==> config.mk <==
export PLATFORM = sky130hd
export DESIGN_NAME = parallel_port_gpio_mux
export DESIGN_NICKNAME = d
export VERILOG_FILES = /design/src/core/ppgpio_pkg.sv /design/src/core/ppgpio_cfg_if.sv /design/src/core/parallel_port_gpio_mux.sv /design/src/core/ppgpio_mux.sv /design/src/core/ppgpio_regs.sv
export SDC_FILE = /design/constraint.sdc
export NUM_CORES = 1
export LEC_CHECK = 0
export BUFFER_PORTS_ARGS = -buffer_cell sky130_fd_sc_hd__buf_2
export CORE_MARGIN = 5
export CORE_UTILIZATION = 52
export CTS_CLUSTER_DIAMETER = 80
export DETAILED_ROUTE_END_ITERATION = 12
export GPL_TIMING_DRIVEN = 0
export PLACE_DENSITY_LB_ADDON = 0.1
export SYNTH_ARGS = -nofsm -noshare
export SYNTH_HDL_FRONTEND = slang
export SYNTH_SLANG_ARGS = --single-unit
==> constraint.sdc <==
create_clock -name i_ref_clk -period 1.6 [get_ports i_ref_clk]
set_input_delay 0.08 -clock i_ref_clk [delete_from_list [all_inputs] [get_ports i_ref_clk]]
set_output_delay 0.08 -clock i_ref_clk [all_outputs]
set_load 0.01 [all_outputs]
==> src/core/ppgpio_pkg.sv <==
// Package: register map, widths and reset values of the parallel port pin multiplexer
package ppgpio_pkg;
  localparam int unsigned PIN_COUNT = 16;
  localparam int unsigned ADDR_W    = 12;
  localparam logic [11:0] OFS_FUNC_SEL  = 12'h004;
  localparam logic [11:0] OFS_DIRECTION = 12'h244;
  localparam logic [11:0] OFS_VALUE     = 12'h248;
  localparam logic [15:0] RST_FUNC_SEL  = 16'h0000;
  localparam logic [15:0] RST_DIRECTION = 16'h0000;
  localparam logic [15:0] RST_VALUE     = 16'h0000;
  localparam logic [15:0] READ_UNMAPPED = 16'h0000;
  // Pin positions of the alternate functions
  localparam int unsigned PIN_TIP   = 7;
  localparam int unsigned PIN_DREQ0 = 6;
  localparam int unsigned PIN_DREQ1 = 5;
  localparam int unsigned PIN_TM2   = 4;
  localparam int unsigned PIN_TM1   = 3;
  localparam int unsigned PIN_TM0   = 2;
  localparam int unsigned PIN_TT1   = 1;
  localparam int unsigned PIN_TT0   = 0;
  localparam int unsigned PIN_A24   = 8;
  // Register select codes of the address decode in the register file
  typedef enum logic [1:0] {
    SEL_NONE,
    SEL_FUNC,
    SEL_DIR,
    SEL_VALUE
  } reg_sel_t;
endpackage : ppgpio_pkg

==> src/core/ppgpio_cfg_if.sv <==
// Interface: configuration and pin-sample carrier between register file and pin mux
`timescale 1ns/100ps
`default_nettype none
interface ppgpio_cfg_if;
  logic [15:0] func_sel;
  logic [15:0] direction;
  logic [15:0] value;
  logic [15:0] pin_level;
  modport regs (output func_sel, output direction, output value, input pin_level);
  modport mux  (input func_sel, input direction, input value, output pin_level);
endinterface : ppgpio_cfg_if
`default_nettype wire

==> src/core/parallel_port_gpio_mux.sv <==
// Top: 16-pin parallel port with per-pin alternate functions
`timescale 1ns/100ps
`default_nettype none
module parallel_port_gpio_mux (
  input  wire logic        i_ref_clk,
  input  wire logic        i_rst_n,
  input  wire logic        i_reg_cs,
  input  wire logic        i_reg_we,
  input  wire logic [11:0] i_reg_addr,
  input  wire logic [15:0] i_reg_wdata,
  output var  logic [15:0] o_reg_rdata,
  output var  logic        o_reg_ack,
  output var  logic        o_reg_hit,
  input  wire logic [15:0] i_port_pin,
  output var  logic [15:0] o_port_pin,
  output var  logic [15:0] o_port_pin_oe,
  input  wire logic [7:0]  i_addr_hi,
  input  wire logic        i_transfer_in_progress,
  input  wire logic [2:0]  i_transfer_modifier,
  input  wire logic [1:0]  i_transfer_type_out,
  input  wire logic        i_bus_master,
  output var  logic [1:0]  o_dma_request_in
);
  typedef struct packed {
    logic [15:0] rdata;
    logic        ack;
    logic        hit;
    logic [15:0] pin_out;
    logic [15:0] pin_oe;
    logic [1:0]  dma_request_in;
  } top_state_t;

  top_state_t s_q;
  top_state_t s_d;
  logic [15:0] rdata_d;
  logic        hit_d;
  logic [15:0] pin_out_d;
  logic [15:0] pin_oe_d;
  logic [1:0]  dma_request_in_d;

  ppgpio_cfg_if cfg ();

  // One register port serves both the core and outside masters alike
  ppgpio_regs u_regs (
    .i_ref_clk  (i_ref_clk),
    .i_rst_n    (i_rst_n),
    .i_reg_cs   (i_reg_cs),
    .i_reg_we   (i_reg_we),
    .i_reg_addr (i_reg_addr),
    .i_reg_wdata(i_reg_wdata),
    .o_rdata_d  (rdata_d),
    .o_hit      (hit_d),
    .cfg        (cfg.regs)
  );

  ppgpio_mux u_mux (
    .i_pin_in    (i_port_pin),
    .i_addr_hi   (i_addr_hi),
    .i_tip       (i_transfer_in_progress),
    .i_tm        (i_transfer_modifier),
    .i_tt        (i_transfer_type_out),
    .i_bus_master(i_bus_master),
    .o_pin_out_d (pin_out_d),
    .o_pin_oe_d  (pin_oe_d),
    .o_dma_request_in_d    (dma_request_in_d),
    .cfg         (cfg.mux)
  );

  // Next state: pin drive follows registers two cycles after a write
  always_comb begin
    s_d = s_q;
    s_d.ack     = i_reg_cs;
    s_d.hit     = i_reg_cs & hit_d;
    s_d.rdata   = (i_reg_cs && !i_reg_we) ? rdata_d : s_q.rdata;
    s_d.pin_out = pin_out_d;
    s_d.pin_oe  = pin_oe_d;
    s_d.dma_request_in    = dma_request_in_d;
  end

  // Registered outputs cost one cycle of latency but keep pins glitch free
  always_ff @(posedge i_ref_clk or negedge i_rst_n) begin
    if (!i_rst_n) begin
      s_q <= '0;
    end else begin
      s_q <= s_d;
    end
  end

  assign o_reg_rdata   = s_q.rdata;
  assign o_reg_ack     = s_q.ack;
  assign o_reg_hit     = s_q.hit;
  assign o_port_pin    = s_q.pin_out;
  assign o_port_pin_oe = s_q.pin_oe;
  assign o_dma_request_in = s_q.dma_request_in;

  a_gpio_output_drive: assert property (@(posedge i_ref_clk) disable iff (!i_rst_n)
    ##1 (!cfg.func_sel[12] && cfg.direction[12]) |=> o_port_pin_oe[12]
    && o_port_pin[12] == $past(cfg.value[12]))
    else $error("port output pin does not follow value register");
  a_gpio_input_float: assert property (@(posedge i_ref_clk) disable iff (!i_rst_n)
    (!cfg.func_sel[0] && !cfg.direction[0]) |=> !o_port_pin_oe[0])
    else $error("port input pin is driven");
  a_write_reaches_pin: assert property (@(posedge i_ref_clk) disable iff (!i_rst_n)
    (i_reg_cs && i_reg_we && i_reg_addr == ppgpio_pkg::OFS_VALUE
     && cfg.direction[4] && !cfg.func_sel[4]
     && !(i_reg_addr == ppgpio_pkg::OFS_DIRECTION))
    |=> ##1 o_port_pin[4] == $past(i_reg_wdata[4], 2))
    else $error("value write did not reach output pin in two cycles");
  a_addr_alt_route: assert property (@(posedge i_ref_clk) disable iff (!i_rst_n)
    cfg.func_sel[9] |=> o_port_pin[9] == $past(i_addr_hi[1]))
    else $error("address bit 25 not on pin 9");
  a_tip_route: assert property (@(posedge i_ref_clk) disable iff (!i_rst_n)
    cfg.func_sel[7] |=> o_port_pin_oe[7] && o_port_pin[7] == $past(i_transfer_in_progress))
    else $error("transfer-in-progress not on pin 7");
  a_alt_ignores_value: assert property (@(posedge i_ref_clk) disable iff (!i_rst_n)
    cfg.func_sel[2] |=> o_port_pin[2] == $past(i_transfer_modifier[0]))
    else $error("alternate pin follows value register");
  a_dma_request_in_gate: assert property (@(posedge i_ref_clk) disable iff (!i_rst_n)
    !cfg.func_sel[6] |=> !o_dma_request_in[0])
    else $error("dma request passed from a port pin");
  a_tt_master: assert property (@(posedge i_ref_clk) disable iff (!i_rst_n)
    cfg.func_sel[0] |=> o_port_pin_oe[0] == $past(i_bus_master))
    else $error("transfer type drive not tied to bus mastership");
  a_read_input_pin: assert property (@(posedge i_ref_clk) disable iff (!i_rst_n)
    (i_reg_cs && !i_reg_we && i_reg_addr == ppgpio_pkg::OFS_VALUE
     && !cfg.func_sel[3] && !cfg.direction[3])
    |=> o_reg_ack && o_reg_rdata[3] == $past(i_port_pin[3]))
    else $error("read of input pin wrong");

  // Per-pin checks of the port role. Every pin gets the same three checks, so a slip
  // in one lane of the generate loop in the mux cannot hide behind the
  // single-pin spot checks above.
  for (genvar p = 0; p < 16; p++) begin : g_port_chk
    // A port pin enables its driver exactly when its direction bit is set
    a_port_pin_oe: assert property (
      @(posedge i_ref_clk) disable iff (!i_rst_n)
      !cfg.func_sel[p]
      |=> o_port_pin_oe[p] == $past(cfg.direction[p]))
      else $error("port pin enable does not follow direction");

    // A driven port pin shows the stored value bit one cycle later
    a_port_pin_drive: assert property (
      @(posedge i_ref_clk) disable iff (!i_rst_n)
      !cfg.func_sel[p] && cfg.direction[p]
      |=> o_port_pin[p] == $past(cfg.value[p]))
      else $error("port output pin does not show stored bit");

    // A zero select bit always hands the pin back to the port
    a_port_pin_owner: assert property (
      @(posedge i_ref_clk) disable iff (!i_rst_n)
      !cfg.func_sel[p] && !cfg.direction[p]
      |=> !o_port_pin_oe[p])
      else $error("input port pin is driven by an alternate source");
  end

  // Upper address lanes: pin n carries address bit n+16 while mastering.
  // Drive is gated by mastership so that a second master on the bus is
  // never fought over the address lines.
  for (genvar p = 8; p < 16; p++) begin : g_addr_chk
    a_addr_pin_oe: assert property (
      @(posedge i_ref_clk) disable iff (!i_rst_n)
      cfg.func_sel[p]
      |=> o_port_pin_oe[p] == $past(i_bus_master))
      else $error("address pin drive not tied to bus mastership");

    a_addr_pin_drive: assert property (
      @(posedge i_ref_clk) disable iff (!i_rst_n)
      cfg.func_sel[p]
      |=> o_port_pin[p] == $past(i_addr_hi[p-8]))
      else $error("address bit not on its pin");
  end

  // Transfer modifier lanes: always driven once selected, whatever the
  // bus mastership, unlike the address and transfer type lanes.
  for (genvar p = 2; p < 5; p++) begin : g_tm_chk
    a_tm_pin_oe: assert property (
      @(posedge i_ref_clk) disable iff (!i_rst_n)
      cfg.func_sel[p]
      |=> o_port_pin_oe[p])
      else $error("transfer modifier pin not driven");

    a_tm_pin_drive: assert property (
      @(posedge i_ref_clk) disable iff (!i_rst_n)
      cfg.func_sel[p]
      |=> o_port_pin[p] == $past(i_transfer_modifier[p-2]))
      else $error("transfer modifier bit not on its pin");
  end

  // Transfer type lanes follow the type inputs while selected
  for (genvar p = 0; p < 2; p++) begin : g_tt_chk
    a_tt_pin_drive: assert property (
      @(posedge i_ref_clk) disable iff (!i_rst_n)
      cfg.func_sel[p]
      |=> o_port_pin[p] == $past(i_transfer_type_out[p]))
      else $error("transfer type bit not on its pin");
  end

  // DMA request lanes are inputs: never driven, and the level passes on
  a_dma_request_in_pin_float: assert property (
    @(posedge i_ref_clk) disable iff (!i_rst_n)
    cfg.func_sel[ppgpio_pkg::PIN_DREQ0] || cfg.func_sel[ppgpio_pkg::PIN_DREQ1]
    |=> !(o_port_pin_oe[6] && $past(cfg.func_sel[6]))
     && !(o_port_pin_oe[5] && $past(cfg.func_sel[5])))
    else $error("dma request pin is driven");

  a_dreq0_pass: assert property (
    @(posedge i_ref_clk) disable iff (!i_rst_n)
    cfg.func_sel[ppgpio_pkg::PIN_DREQ0]
    |=> o_dma_request_in[0] == $past(i_port_pin[6]))
    else $error("dma request 0 does not follow its pin");

  a_dreq1_pass: assert property (
    @(posedge i_ref_clk) disable iff (!i_rst_n)
    cfg.func_sel[ppgpio_pkg::PIN_DREQ1]
    |=> o_dma_request_in[1] == $past(i_port_pin[5]))
    else $error("dma request 1 does not follow its pin");

  a_dreq1_gate: assert property (
    @(posedge i_ref_clk) disable iff (!i_rst_n)
    !cfg.func_sel[ppgpio_pkg::PIN_DREQ1]
    |=> !o_dma_request_in[1])
    else $error("dma request 1 passed from a port pin");

  // Register bus answer: exactly one acknowledge per request cycle
  a_ack_follows_cs: assert property (
    @(posedge i_ref_clk) disable iff (!i_rst_n)
    i_reg_cs |=> o_reg_ack)
    else $error("register request not acknowledged");

  a_ack_no_spurious: assert property (
    @(posedge i_ref_clk) disable iff (!i_rst_n)
    !i_reg_cs |=> !o_reg_ack && !o_reg_hit)
    else $error("acknowledge without a request");

  // Hit tells software whether the place it touched exists
  a_hit_mapped: assert property (
    @(posedge i_ref_clk) disable iff (!i_rst_n)
    i_reg_cs && (i_reg_addr == ppgpio_pkg::OFS_FUNC_SEL
              || i_reg_addr == ppgpio_pkg::OFS_DIRECTION
              || i_reg_addr == ppgpio_pkg::OFS_VALUE)
    |=> o_reg_hit)
    else $error("mapped register reported as missing");

  a_unmapped_read: assert property (
    @(posedge i_ref_clk) disable iff (!i_rst_n)
    i_reg_cs && !i_reg_we
    && i_reg_addr != ppgpio_pkg::OFS_FUNC_SEL
    && i_reg_addr != ppgpio_pkg::OFS_DIRECTION
    && i_reg_addr != ppgpio_pkg::OFS_VALUE
    |=> !o_reg_hit && o_reg_rdata == ppgpio_pkg::READ_UNMAPPED)
    else $error("unmapped read not refused");

  // Read data stands until the next read, so slow masters may pick it late
  a_rdata_hold: assert property (
    @(posedge i_ref_clk) disable iff (!i_rst_n)
    !(i_reg_cs && !i_reg_we) |=> $stable(o_reg_rdata))
    else $error("read data changed without a read");

  a_func_readback: assert property (
    @(posedge i_ref_clk) disable iff (!i_rst_n)
    i_reg_cs && !i_reg_we && i_reg_addr == ppgpio_pkg::OFS_FUNC_SEL
    |=> o_reg_rdata == $past(cfg.func_sel))
    else $error("function select read back wrong");

  a_dir_readback: assert property (
    @(posedge i_ref_clk) disable iff (!i_rst_n)
    i_reg_cs && !i_reg_we && i_reg_addr == ppgpio_pkg::OFS_DIRECTION
    |=> o_reg_rdata == $past(cfg.direction))
    else $error("direction read back wrong");

  // Output pins read back the store, not the pad, so a shorted pin
  // does not corrupt read-modify-write sequences in software
  a_out_pin_read: assert property (
    @(posedge i_ref_clk) disable iff (!i_rst_n)
    i_reg_cs && !i_reg_we && i_reg_addr == ppgpio_pkg::OFS_VALUE
    && !cfg.func_sel[3] && cfg.direction[3]
    |=> o_reg_rdata[3] == $past(cfg.value[3]))
    else $error("read of output pin wrong");

  // Writing the value of an input pin must leave the pin undriven
  a_input_write_float: assert property (
    @(posedge i_ref_clk) disable iff (!i_rst_n)
    i_reg_cs && i_reg_we && i_reg_addr == ppgpio_pkg::OFS_VALUE
    && !cfg.func_sel[1] && !cfg.direction[1]
    ##1 !(i_reg_cs && i_reg_we)
    |=> !o_port_pin_oe[1])
    else $error("value write drove an input pin");

  // Upper port pins keep working while only two address lanes are selected
  a_mixed_port_pin: assert property (
    @(posedge i_ref_clk) disable iff (!i_rst_n)
    cfg.func_sel[9:8] == 2'h3 && !cfg.func_sel[10]
    |=> o_port_pin_oe[10] == $past(cfg.direction[10]))
    else $error("upper port pin lost while address lanes selected");

  // Selected alternate lanes never show the stored value of their bit
  a_alt_tip_value: assert property (
    @(posedge i_ref_clk) disable iff (!i_rst_n)
    cfg.func_sel[7] && cfg.value[7] != i_transfer_in_progress
    |=> o_port_pin[7] != $past(cfg.value[7]))
    else $error("alternate pin follows value register");

  c_value_write: cover property (@(posedge i_ref_clk)
    i_reg_cs && i_reg_we && i_reg_addr == ppgpio_pkg::OFS_VALUE);
  c_mixed_addr: cover property (@(posedge i_ref_clk)
    cfg.func_sel[9:8] == 2'h3 && cfg.func_sel[15:10] == 6'h00);
  c_input_read: cover property (@(posedge i_ref_clk)
    i_reg_cs && !i_reg_we && i_reg_addr == ppgpio_pkg::OFS_VALUE);
  c_unmapped: cover property (@(posedge i_ref_clk) i_reg_cs && !hit_d);
endmodule : parallel_port_gpio_mux
`default_nettype wire

==> src/core/ppgpio_mux.sv <==
// Pin multiplexer: port I/O against alternate bus and DMA functions per pin
`timescale 1ns/100ps
`default_nettype none
module ppgpio_mux (
  input  wire logic [15:0] i_pin_in,
  input  wire logic [7:0]  i_addr_hi,
  input  wire logic        i_tip,
  input  wire logic [2:0]  i_tm,
  input  wire logic [1:0]  i_tt,
  input  wire logic        i_bus_master,
  output var  logic [15:0] o_pin_out_d,
  output var  logic [15:0] o_pin_oe_d,
  output var  logic [1:0]  o_dma_request_in_d,
  ppgpio_cfg_if.mux        cfg
);
  logic [15:0] alt_out;
  logic [15:0] alt_oe;

  // Alternate function per pin
  always_comb begin
    alt_out = '0;
    alt_oe  = '0;
    alt_out[15:ppgpio_pkg::PIN_A24] = i_addr_hi;
    alt_oe[15:ppgpio_pkg::PIN_A24]  = {8{i_bus_master}};
    alt_out[ppgpio_pkg::PIN_TIP]    = i_tip;
    alt_oe[ppgpio_pkg::PIN_TIP]     = 1'b1;
    alt_out[ppgpio_pkg::PIN_TM2]    = i_tm[2];
    alt_out[ppgpio_pkg::PIN_TM1]    = i_tm[1];
    alt_out[ppgpio_pkg::PIN_TM0]    = i_tm[0];
    alt_oe[ppgpio_pkg::PIN_TM2:ppgpio_pkg::PIN_TM0] = 3'h7;
    alt_out[ppgpio_pkg::PIN_TT1]    = i_tt[1];
    alt_out[ppgpio_pkg::PIN_TT0]    = i_tt[0];
    alt_oe[ppgpio_pkg::PIN_TT1:ppgpio_pkg::PIN_TT0] = {2{i_bus_master}};
  end

  // One selection per pin; each pin is independent of its neighbours
  for (genvar g = 0; g < 16; g++) begin : g_pin
    always_comb begin
      if (cfg.func_sel[g]) begin
        o_pin_out_d[g] = alt_out[g];
        o_pin_oe_d[g]  = alt_oe[g];
      end else begin
        o_pin_out_d[g] = cfg.value[g];
        o_pin_oe_d[g]  = cfg.direction[g];
      end
    end
  end

  // DMA requests only pass when the pin is in its alternate role
  assign o_dma_request_in_d[0] = cfg.func_sel[ppgpio_pkg::PIN_DREQ0] & i_pin_in[ppgpio_pkg::PIN_DREQ0];
  assign o_dma_request_in_d[1] = cfg.func_sel[ppgpio_pkg::PIN_DREQ1] & i_pin_in[ppgpio_pkg::PIN_DREQ1];
  assign cfg.pin_level = i_pin_in;
endmodule : ppgpio_mux
`default_nettype wire

==> src/core/ppgpio_regs.sv <==
// Register file: function select, direction and value registers with read mux
`timescale 1ns/100ps
`default_nettype none
module ppgpio_regs (
  input  wire logic              i_ref_clk,
  input  wire logic              i_rst_n,
  input  wire logic              i_reg_cs,
  input  wire logic              i_reg_we,
  input  wire logic [11:0]       i_reg_addr,
  input  wire logic [15:0]       i_reg_wdata,
  output var  logic [15:0]       o_rdata_d,
  output var  logic              o_hit,
  ppgpio_cfg_if.regs             cfg
);
  typedef struct packed {
    logic [15:0] func_sel;
    logic [15:0] direction;
    logic [15:0] value;
  } regs_state_t;

  regs_state_t s_q;
  regs_state_t s_d;
  ppgpio_pkg::reg_sel_t sel;
  logic [15:0] gpio_in;

  // Address decode
  always_comb begin
    case (i_reg_addr)
      ppgpio_pkg::OFS_FUNC_SEL:  sel = ppgpio_pkg::SEL_FUNC;
      ppgpio_pkg::OFS_DIRECTION: sel = ppgpio_pkg::SEL_DIR;
      ppgpio_pkg::OFS_VALUE:     sel = ppgpio_pkg::SEL_VALUE;
      default:                   sel = ppgpio_pkg::SEL_NONE;
    endcase
  end

  // Writes accepted at any time, from the core or an outside master
  always_comb begin
    s_d = s_q;
    if (i_reg_cs && i_reg_we) begin
      case (sel)
        ppgpio_pkg::SEL_FUNC:  s_d.func_sel  = i_reg_wdata;
        ppgpio_pkg::SEL_DIR:   s_d.direction = i_reg_wdata;
        ppgpio_pkg::SEL_VALUE: s_d.value     = i_reg_wdata;
        default:               s_d = s_q;
      endcase
    end
  end

  always_ff @(posedge i_ref_clk or negedge i_rst_n) begin
    if (!i_rst_n) begin
      s_q.func_sel  <= ppgpio_pkg::RST_FUNC_SEL;
      s_q.direction <= ppgpio_pkg::RST_DIRECTION;
      s_q.value     <= ppgpio_pkg::RST_VALUE;
    end else begin
      s_q <= s_d;
    end
  end

  // Inputs that are port bits read the pin; everything else reads the store
  assign gpio_in = ~s_q.func_sel & ~s_q.direction;
  always_comb begin
    o_hit = (sel != ppgpio_pkg::SEL_NONE);
    case (sel)
      ppgpio_pkg::SEL_FUNC:  o_rdata_d = s_q.func_sel;
      ppgpio_pkg::SEL_DIR:   o_rdata_d = s_q.direction;
      ppgpio_pkg::SEL_VALUE: o_rdata_d = (gpio_in & cfg.pin_level)
                                       | (~gpio_in & s_q.value);
      default:               o_rdata_d = ppgpio_pkg::READ_UNMAPPED;
    endcase
  end

  assign cfg.func_sel  = s_q.func_sel;
  assign cfg.direction = s_q.direction;
  assign cfg.value     = s_q.value;

  a_write_value: assert property (@(posedge i_ref_clk) disable iff (!i_rst_n)
    i_reg_cs && i_reg_we && i_reg_addr == ppgpio_pkg::OFS_VALUE
    |=> s_q.value == $past(i_reg_wdata))
    else $error("value register did not take write");
  a_func_write: assert property (@(posedge i_ref_clk) disable iff (!i_rst_n)
    i_reg_cs && i_reg_we && i_reg_addr == ppgpio_pkg::OFS_FUNC_SEL
    |=> s_q.func_sel == $past(i_reg_wdata))
    else $error("function select did not take write");
  a_dir_hold: assert property (@(posedge i_ref_clk) disable iff (!i_rst_n)
    !(i_reg_cs && i_reg_we) |=> $stable(s_q))
    else $error("registers changed without a write");
endmodule : ppgpio_regs
`default_nettype wire

After elaboration in Yosys (flattened, before gate mapping)
Cells that the tools add are included.
{"block": "classes", "n_eq_ne": 6, "muxes": 34, "n_reduce_logical": 7, "bitwise_logic": 10}
{"cell": "bitwise AND 16 bit", "n": 3}
{"cell": "inverter 16 bit", "n": 3}
{"cell": "one-hot mux 16 bit (3 select lines)", "n": 1}
{"cell": "2-to-1 mux 1 bit", "n": 32}
{"cell": "== test 12 x 10 -> 1 bit (second input constant)", "n": 2}
{"cell": "OR 16 bit", "n": 1}
{"cell": "== test 12 x 3 -> 1 bit (second input constant)", "n": 1}
{"cell": "one-hot mux 2 bit (3 select lines)", "n": 1}
{"cell": "AND reduction 2 bit", "n": 3}
{"cell": "== test 2 bit (second input constant)", "n": 2}
{"cell": "bitwise AND 1 bit", "n": 3}
{"cell": "== test 2 x 1 -> 1 bit (second input constant)", "n": 1}
{"cell": "logical AND 1 bit", "n": 2}
{"cell": "nonzero test 2 bit", "n": 1}
{"cell": "zero test 1 bit", "n": 1}
{"block": "word_totals", "input_bits": 63, "elab_cells": 66, "ff_bits": 100}

Depth between registers and ports, before layout
Gate-level depths: netlist of the first run.
{"block": "logic_depth", "word_depth": 6, "ltp_mapped": 6, "depth_no_buf": 5}

Cells and area by module
From an unflattened synthesis of the first run, not the netlist that was laid out.
{"block": "unflattened", "cells_unflattened": 361, "area_unflattened_um2": 4845.9}
{"module": "ppgpio_regs", "n_inst": 1, "cells_per_inst": 239, "area_each_um2": 2821.5}
{"module": "parallel_port_gpio_mux", "n_inst": 1, "cells_per_inst": 72, "area_each_um2": 1571.5}
{"module": "ppgpio_mux", "n_inst": 1, "cells_per_inst": 50, "area_each_um2": 452.9}

Worst setup path after synthesis of the first run
Ideal clock, no wire load.
{"block": "synth_path", "path_kind": "input-to-reg", "startpoint": "input i_reg_addr[3]", "endpoint": "register u_regs.cfg.func_sel[10] (netlist name)", "n_path_buf": 2, "slack_ps": 16, "required_time_ps": 1475, "arrival_ps": 1459, "path_stages": 6, "path_cell_list": "or4b_4 -> nor3_2 -> and2b_1 -> buf_6 -> buf_12 -> mux2_2"}
{"block": "synth_via", "elab_chain_len": 4}
{"item": "start, declared", "line_no": "parallel_port_gpio_mux.sv:9", "source": "input wire logic [11:0] i_reg_addr,"}
{"item": "== test 12 x 10 -> 1 bit / == test 12 x 3 -> 1 bit (equally long branches)", "line_no": "ppgpio_regs.sv:28", "source": "case (i_reg_addr)"}
{"item": "one-hot mux 2 bit (3 select lines) *", "line_no": "ppgpio_regs.sv:28"}
{"item": "== test 2 x 1 -> 1 bit *", "line_no": "ppgpio_regs.sv:40", "source": "case (sel)"}
{"item": "AND reduction 2 bit (no source line) *"}
Mark *: on every way between the ends. The rest lies on a longest branch, timed or not.
A chain may end at the register's enable or synchronous reset.

Worst setup path after layout of the first run
{"block": "layout_path", "startpoint": "input i_reg_addr[3]", "endpoint": "register u_regs.cfg.func_sel[8] (netlist name)"}
{"block": "layout_via", "elab_chain_len": 4}
{"item": "== test 12 x 10 -> 1 bit / == test 12 x 3 -> 1 bit (equally long branches)", "line_no": "ppgpio_regs.sv:28"}
{"item": "one-hot mux 2 bit (3 select lines) *", "line_no": "ppgpio_regs.sv:28"}
{"item": "== test 2 x 1 -> 1 bit *", "line_no": "ppgpio_regs.sv:40"}
{"item": "AND reduction 2 bit (no source line) *"}
Marks and branches as above.

==> results of run 1 <==
-- cell type report --
type,count,area share
Inverter,4,0.00264
Buffer,13,0.0161
Timing Repair Buffer,156,0.177
Sequential cell,100,0.441
Tap cell,105,0.0231
Multi-Input combinational cell,218,0.306
Clock buffer,10,0.0242
Clock inverter,5,0.0108
-- flip-flops by register name, summed over array words and instances, names as in the netlist --
name                  count
u_regs.cfg.value         16
o_reg_ack                 1
u_regs.cfg.direction     16
o_dma_request_in          2
o_port_pin               16
o_reg_hit                 1
o_port_pin_oe            16
o_reg_rdata              16
u_regs.cfg.func_sel      16
-- logic make-up after synthesis --
family | Yosys count | synth area share
AND/OR/NAND/NOR | 82 | 0.0939
multiplexers | 76 | 0.197
flip-flops | 100 | 0.578
AO/OA/AOI/OAI | 60 | 0.107
buffers and inverters | 17 | 0.0243
-- worst reg2reg max path: stages, from the launching register on --
cell	delay, ns
dfrtp_1	0.43
or2_2	0.33
mux2i_1	0.13
o22a_1	0.17
o21ai_0	0.13
-- layer usage --
layer / vias up / part of all wire / GRT usage
met5: - / 0 / 0
met1: 1624 / 0.44 / 0.303
met4: 0 / 0.015 / 0.0808
met3: 15 / 0.063 / 0.0372
met2: 106 / 0.48 / 0.347
li1: 1564 / - / -
-- repair_timing --
action | in CTS | in global routing
setup endpoints to repair | 23 | 21
hold buffers | 38 | 0
gates resized for setup | 3 | 1
pin swaps | 0 | 1
hold endpoints to repair | 112 | 0
buffers inserted | 1 | 2
-- cell usage in the layout (no fill, tap or decap), types with 2 or more instances in the layout --
| cell | instances |
|---|---|
| nand3_1 | 13 |
| o2bb2ai_1 | 7 |
| nor2_4 | 2 |
| inv_1 | 4 |
| a22oi_1 | 5 |
| buf_6 | 2 |
| a21boi_0 | 12 |
| o22a_1 | 4 |
| clkbuf_1 | 5 |
| nand2_1 | 28 |
| o21ai_0 | 11 |
| buf_2 | 115 |
| mux2i_1 | 4 |
| mux2_2 | 72 |
| buf_4 | 6 |
| clkbuf_8 | 10 |
| and2_1 | 4 |
| dfrtp_1 | 100 |
| nor2_1 | 17 |
| a32o_1 | 5 |
| nand4_1 | 2 |
| nor2b_1 | 6 |
| dlygate4sd3_1 | 38 |
| a32oi_1 | 12 |
| clkinv_4 | 2 |
-- worst paths after layout --
| path | from | cells past startpoint | to | slack, ns |
|---|---|---|---|---|
| worst max-delay path | i_reg_addr[3] | 7 | u_regs.cfg.func_sel[8]$_DFFE_PN0P_ | 0.04 |
| worst min-delay path | i_reg_addr[10] | 4 | o_reg_hit$_DFF_PN0_ | 0.005 |
| worst max register to register | u_regs.cfg.func_sel[4]$_DFFE_PN0P_ | 4 | o_reg_rdata[4]$_DFFE_PN0P_ | 0.34 |
| worst min register to register | o_reg_rdata[14]$_DFFE_PN0P_ | 2 | o_reg_rdata[14]$_DFFE_PN0P_ | 0.49 |
| max in group asynchronous | i_rst_n | 3 | u_regs.cfg.direction[10]$_DFFE_PN0P_ | 0.68 |
| min in group asynchronous | i_rst_n | 2 | o_dma_request_in[1]$_DFF_PN0_ | 0.24 |
-- report_power, final --
part | internal (mW) | switching, mW
combinational | 0.148 | 0.157
sequential | 2.53 | 0.00417
clock | 0.766 | 0.866
==> results.tsv, run 1 <==
stage	metric	value	unit
run_status	status	finished, final reports clean	
yosys	ys_warn_count	0	
floorplanning	die_w	101	um
yosys	postSynthAreaPerCell	12.9	um^2
finish	antenna_cells	0	
setup_path	crit_type	input pin to flip-flop	
setup_path	end_kind	flip-flop	
route	drc	0	
global_routing	grtUsageTotal	0.218	
sta	setup_viol	0	
clock_tree	clock_latency	0.36	ns
setup_path	path_cells	buf_2 -> or4b_4 -> nor3_2 -> and2b_1 -> buf_6 -> buf_12 -> mux2_2	
yosys	yosys_register_bits	100	
yosys	syn_inst	335	
route	drtIter0Drc	120	
sta	fmax	643	MHz
yosys	synth_cell_type_count	37	
floorplanning	num_io_pins	115	
pwr	vdd_drop_max	0.413	mV
yosys	netlist_area	4330	um^2
route	firstDrtPassIters	4	
hold_path	hold_path.class	input pin to flip-flop	
sta	hold_violations	0	
route	ant_nets	0	
floorplanning	coreArea	8180	um^2
route	vias	3309	
pwr	powerDensity	787	nW/um^2
global_routing	grt_pass1_wl	17.1	mm
run	cap_violations	0	
clock_tree	cts_tree	built	
clock_tree	cts_max_path_buffers	2	
setup_path	cp_data_arrival_time	1.81	ns
place	gp_congestion	0.832	
setup_path	startpoint_type	input pin	
yosys	synth.top_cell.area_share	0.578	
floorplanning	rows	33	
sta	hold-worst-slack	0.00516	ns
finish	syn2layout_area_growth	31.2	%
place	post-place-ws	-0.578	ns
clock_tree	root_buffer	clkbuf_8	
yosys	synth_top_area_cell	dfrtp_1	
yosys	synth-async-reset-ratio	1.00	
yosys	synth_area_leaders	dfrtp_1 (58%), mux2_2 (19%), nand2_1 (2.4%), a32oi_1 (2.4%), a21boi_0 (2.1%)	
setup_path	critical_path_buf_inv_count	3	
sta	slew_headroom	0.561	
finish	regArea	2500	um^2
setup_path	cp_data_required_time	1.85	ns
route	wl_per_cell	17.6	um
finish	design_area	5680	um^2
setup_path	path_max_fanout	10	
yosys	ys_seq_area_frac	0.578	
pwr	fin_total_pwr	4.47	mW
setup_path	critPathTopFamily	simple AND/OR/NAND/NOR gates	
yosys	synth-edff-count	0	
floorplanning	initial_core_util	0.530	
sta	fin_ws	0.0442	ns
sta	period_minus_slack	1.56	ns
global_routing	grt_max_degree	61	
yosys	synth_most_common_cell	dfrtp_1	
sta	fin_skew	0.00681	ns
yosys	synthFlopType	dfrtp_1	
route	wirelength	10.8	mm
yosys	syn_nets	398	
clock_tree	cts.sinks	100	
sta	rsz0062_at_grt	false	
route	viasPerCell	5.42	
finish	stdcell_count	611	
finish	multiInputGateArea	1740	um^2
global_routing	grt_overflow	0	
place	dp.cells	555	
pwr	p_leak	2.88	nW
clock_tree	clk_pin_slew	0.09	ns
finish	utilization	0.695	
finish	drive_gt1_frac	0.437	
setup_path	cp_slowest_cell	or4b_4	
floorplanning	die_area	10300	um^2
place	port_buffers	114	
sta	final_max_slew_viol_count	0	
sta	min_period_over_period	0.972	
finish	layout.nets	565	
sta	worst-slew-pin-transition	0.658	ns
place	dpl.hpwl	7.37	mm
clock_tree	htree_levels	3	
place	dpl_cell_area	5060	um^2
floorplanning	die_h	101	um
global_routing	antenna_found_initial	0	
finish	fillCellCount	627	
clock_tree	cts_made_buffers	9	
yosys	yosys-top-cells-count	dfrtp_1 (100), mux2_2 (72), nand2_1 (28), nor2_1 (17), nand3_1 (13)	
setup_path	slowest_delay	0.59	ns
sta	tns	0	ns
global_routing	first_global_vias	3299	
Note: power is estimated with default switching activity, not from simulation.
==> run 2: changes to the inputs <==
--- a/config.mk
+++ b/config.mk
@@ -12,6 +12,7 @@
 export DETAILED_ROUTE_END_ITERATION = 12
 export GPL_TIMING_DRIVEN = 0
 export PLACE_DENSITY_LB_ADDON = 0.1
+export RECOVER_POWER = 100
 export SYNTH_ARGS = -nofsm -noshare
 export SYNTH_HDL_FRONTEND = slang
 export SYNTH_SLANG_ARGS = --single-unit
==> run 2 against run 1 <==
  * Clock skew grew 0.00077 ns
  * Non-clock buffer count unchanged
  * Sequential power is essentially flat
  * Total power decreased by 0.20%
  * First-iteration DRC count is 18% lower
  * Final cell count did not move
  * Highest routed layer unchanged
  * Die area stayed put
  * Largest power group unchanged
  * Design area shrank 1.4%
  * Sequential cell count stayed put
  * Core utilization fell by 0.98 points
  * Via count decreased by 0.24%
==> results.tsv, run 2 (same netlist as run 1, synthesis figures left out) <==
stage	metric	value	unit	change
run_status	status	finished, final reports clean		
finish	antenna_cells	0		unchanged
setup_path	cp_data_arrival_time	1.81	ns	about the same
global_routing	grt_pass1_wl	17.1	mm	unchanged
pwr	powerDensity	797	nW/um^2	+1.2%
run	cap_violations	0		unchanged
clock_tree	cts_made_buffers	9		unchanged
floorplanning	die_h	101	um	unchanged
floorplanning	die_w	101	um	unchanged
sta	fin_skew	0.00759	ns	+0.000772 ns
route	drtIter0Drc	98		-18%
floorplanning	coreArea	8180	um^2	unchanged
place	port_buffers	114		unchanged
setup_path	cp_slowest_cell	or4b_4		
clock_tree	root_buffer	clkbuf_8		
hold_path	hold_start	i_reg_addr[10]		
global_routing	grt_overflow	0		unchanged
floorplanning	num_io_pins	115		unchanged
setup_path	path_max_fanout	10		unchanged
setup_path	r2r-start	u_regs.cfg.func_sel[4]$_DFFE_PN0P_		
finish	layout_common_cells	dfrtp_1 (100), mux2_2 (72), buf_2 (61), clkbuf_1 (61), dlygate4sd3_1 (38)		
setup_path	startpoint_type	input pin		
sta	rsz0062_at_grt	false		
setup_path	crit_start	i_reg_addr[3]		
sta	min_period_over_period	0.973		about the same
sta	period_minus_slack	1.56	ns	+0.00151 ns
global_routing	grtUsageTotal	0.218		unchanged
sta	final_max_slew_viol_count	0		unchanged
clock_tree	cts_tree	built		
clock_tree	clock_latency	0.36	ns	about the same
place	post-place-ws	-0.578	ns	unchanged
place	dpl.hpwl	7.37	mm	unchanged
finish	syn2layout_area_growth	29.4	%	
route	vias	3301		-0.24%
finish	final_common_cell	dfrtp_1		
finish	layout.nets	565		unchanged
pwr	vdd_drop_max	0.414	mV	+0.25%
setup_path	path_cells	buf_2 -> or4b_4 -> nor3_2 -> and2b_1 -> buf_6 -> buf_12 -> mux2_2		
sta	slew_headroom	0.300		-0.261
place	dpl_cell_area	5060	um^2	unchanged
global_routing	antenna_found_initial	0		unchanged
hold_path	hold_path.class	input pin to flip-flop		
setup_path	crit_type	input pin to flip-flop		
setup_path	cp_data_required_time	1.86	ns	about the same
floorplanning	die_area	10300	um^2	unchanged
clock_tree	htree_levels	3		unchanged
global_routing	grt_max_degree	61		unchanged
clock_tree	cts_max_path_buffers	2		unchanged
route	firstDrtPassIters	5		+1
floorplanning	initial_core_util	0.530		unchanged
route	ant_nets	0		unchanged
sta	fin_ws	0.0427	ns	-0.00151 ns
place	gp_congestion	0.832		unchanged
route	drc	0		unchanged
floorplanning	rows	33		unchanged
route	wl_per_cell	17.7	um	+0.59%
clock_tree	clk_pin_slew	0.09	ns	about the same
finish	design_area	5600	um^2	-1.4%
sta	hold_violations	0		unchanged
sta	fmax	642	MHz	about the same
setup_path	slowest_delay	0.60	ns	about the same
sta	worst-slew-pin-transition	1.05	ns	+0.392 ns
setup_path	end_kind	flip-flop		
clock_tree	cts.sinks	100		unchanged
route	wirelength	10.8	mm	+0.59%
sta	setup_viol	0		unchanged
global_routing	first_global_vias	3299		unchanged
pwr	p_leak	2.64	nW	-8.4%
finish	drive_gt1_frac	0.326		-0.111
route	viasPerCell	5.40		-0.24%
-- run 2: path summary, 6_finish.rpt --
| path | slack [ns] | endpoint | cells past startpoint |
|---|---|---|---|
| setup / recovery | 0.04 | u_regs.cfg.func_sel[8]$_DFFE_PN0P_ | 7 |
| hold / removal | 0.002 | o_reg_hit$_DFF_PN0_ | 4 |
| setup reg to reg | 0.34 | o_reg_rdata[4]$_DFFE_PN0P_ | 4 |
| hold reg to reg | 0.49 | o_reg_rdata[14]$_DFFE_PN0P_ | 2 |
| max in group asynchronous | 0.34 | u_regs.cfg.direction[12]$_DFFE_PN0P_ | 3 |
| min in group asynchronous | 0.43 | o_dma_request_in[1]$_DFF_PN0_ | 2 |
-- run 2: layout make-up --
| cell class | instances | area [um^2] |
|---|---|---|
| clock buffer | 10 | 138 |
| clock inverter | 5 | 61.3 |
| fill | 669 | 2570 |
| tap | 105 | 131 |
| inverter | 4 | 15.0 |
| buffer | 13 | 91.3 |
| multi-input combinational | 218 | 1740 |
| sequential | 100 | 2500 |
| timing repair buffer | 156 | 923 |
-- run 2: what timing repair did --
item	in CTS	in global routing
hold endpoints to repair	112	0
cloned	0	0
pin swaps	0	1
resized for setup	3	1
endpoints found under the setup margin	23	21
hold buffers	38	0
setup buffers	1	2
-- run 2: metal layers --
| metal | vias up | track usage | wire, um |
|---|---|---|---|
| met4 | 0 | 0.0808 | 155 |
| met5 | - | 0 | 0 |
| li1 | 1563 | - | - |
| met2 | 98 | 0.347 | 5150 |
| met1 | 1626 | 0.303 | 4860 |
| met3 | 14 | 0.0372 | 653 |
-- run 2: critical path, delay by kind of cell --
family / cells / cell delay [ns]
muxes: 1 / 0.33
buffers and inverters: 3 / 0.43
and+or+nand+nor: 3 / 0.97
-- run 2: power by group --
group,switching (mW),internal [mW],leakage (nW)
sequential,0.00437,2.53,1.39
combinational,0.157,0.146,1.14
clock,0.859,0.766,0.103
total,1.02,3.44,2.64
-- run 2: stage by stage --
step           hold WS [ns]  instances  total power [mW]   util  TNS (ns)
6_report            0.00231        611              4.46  0.685         0
5_1_grt              0.0149        611              4.65  0.685         0
4_1_cts             0.00230        609              4.50  0.692         0
3_5_place_dp         0.0999        555              2.82  0.619    -20.24
3_3_place_gp          0.239        554              2.81  0.615    -76.92
2_1_floorplan        -0.216        335              2.64      -         0
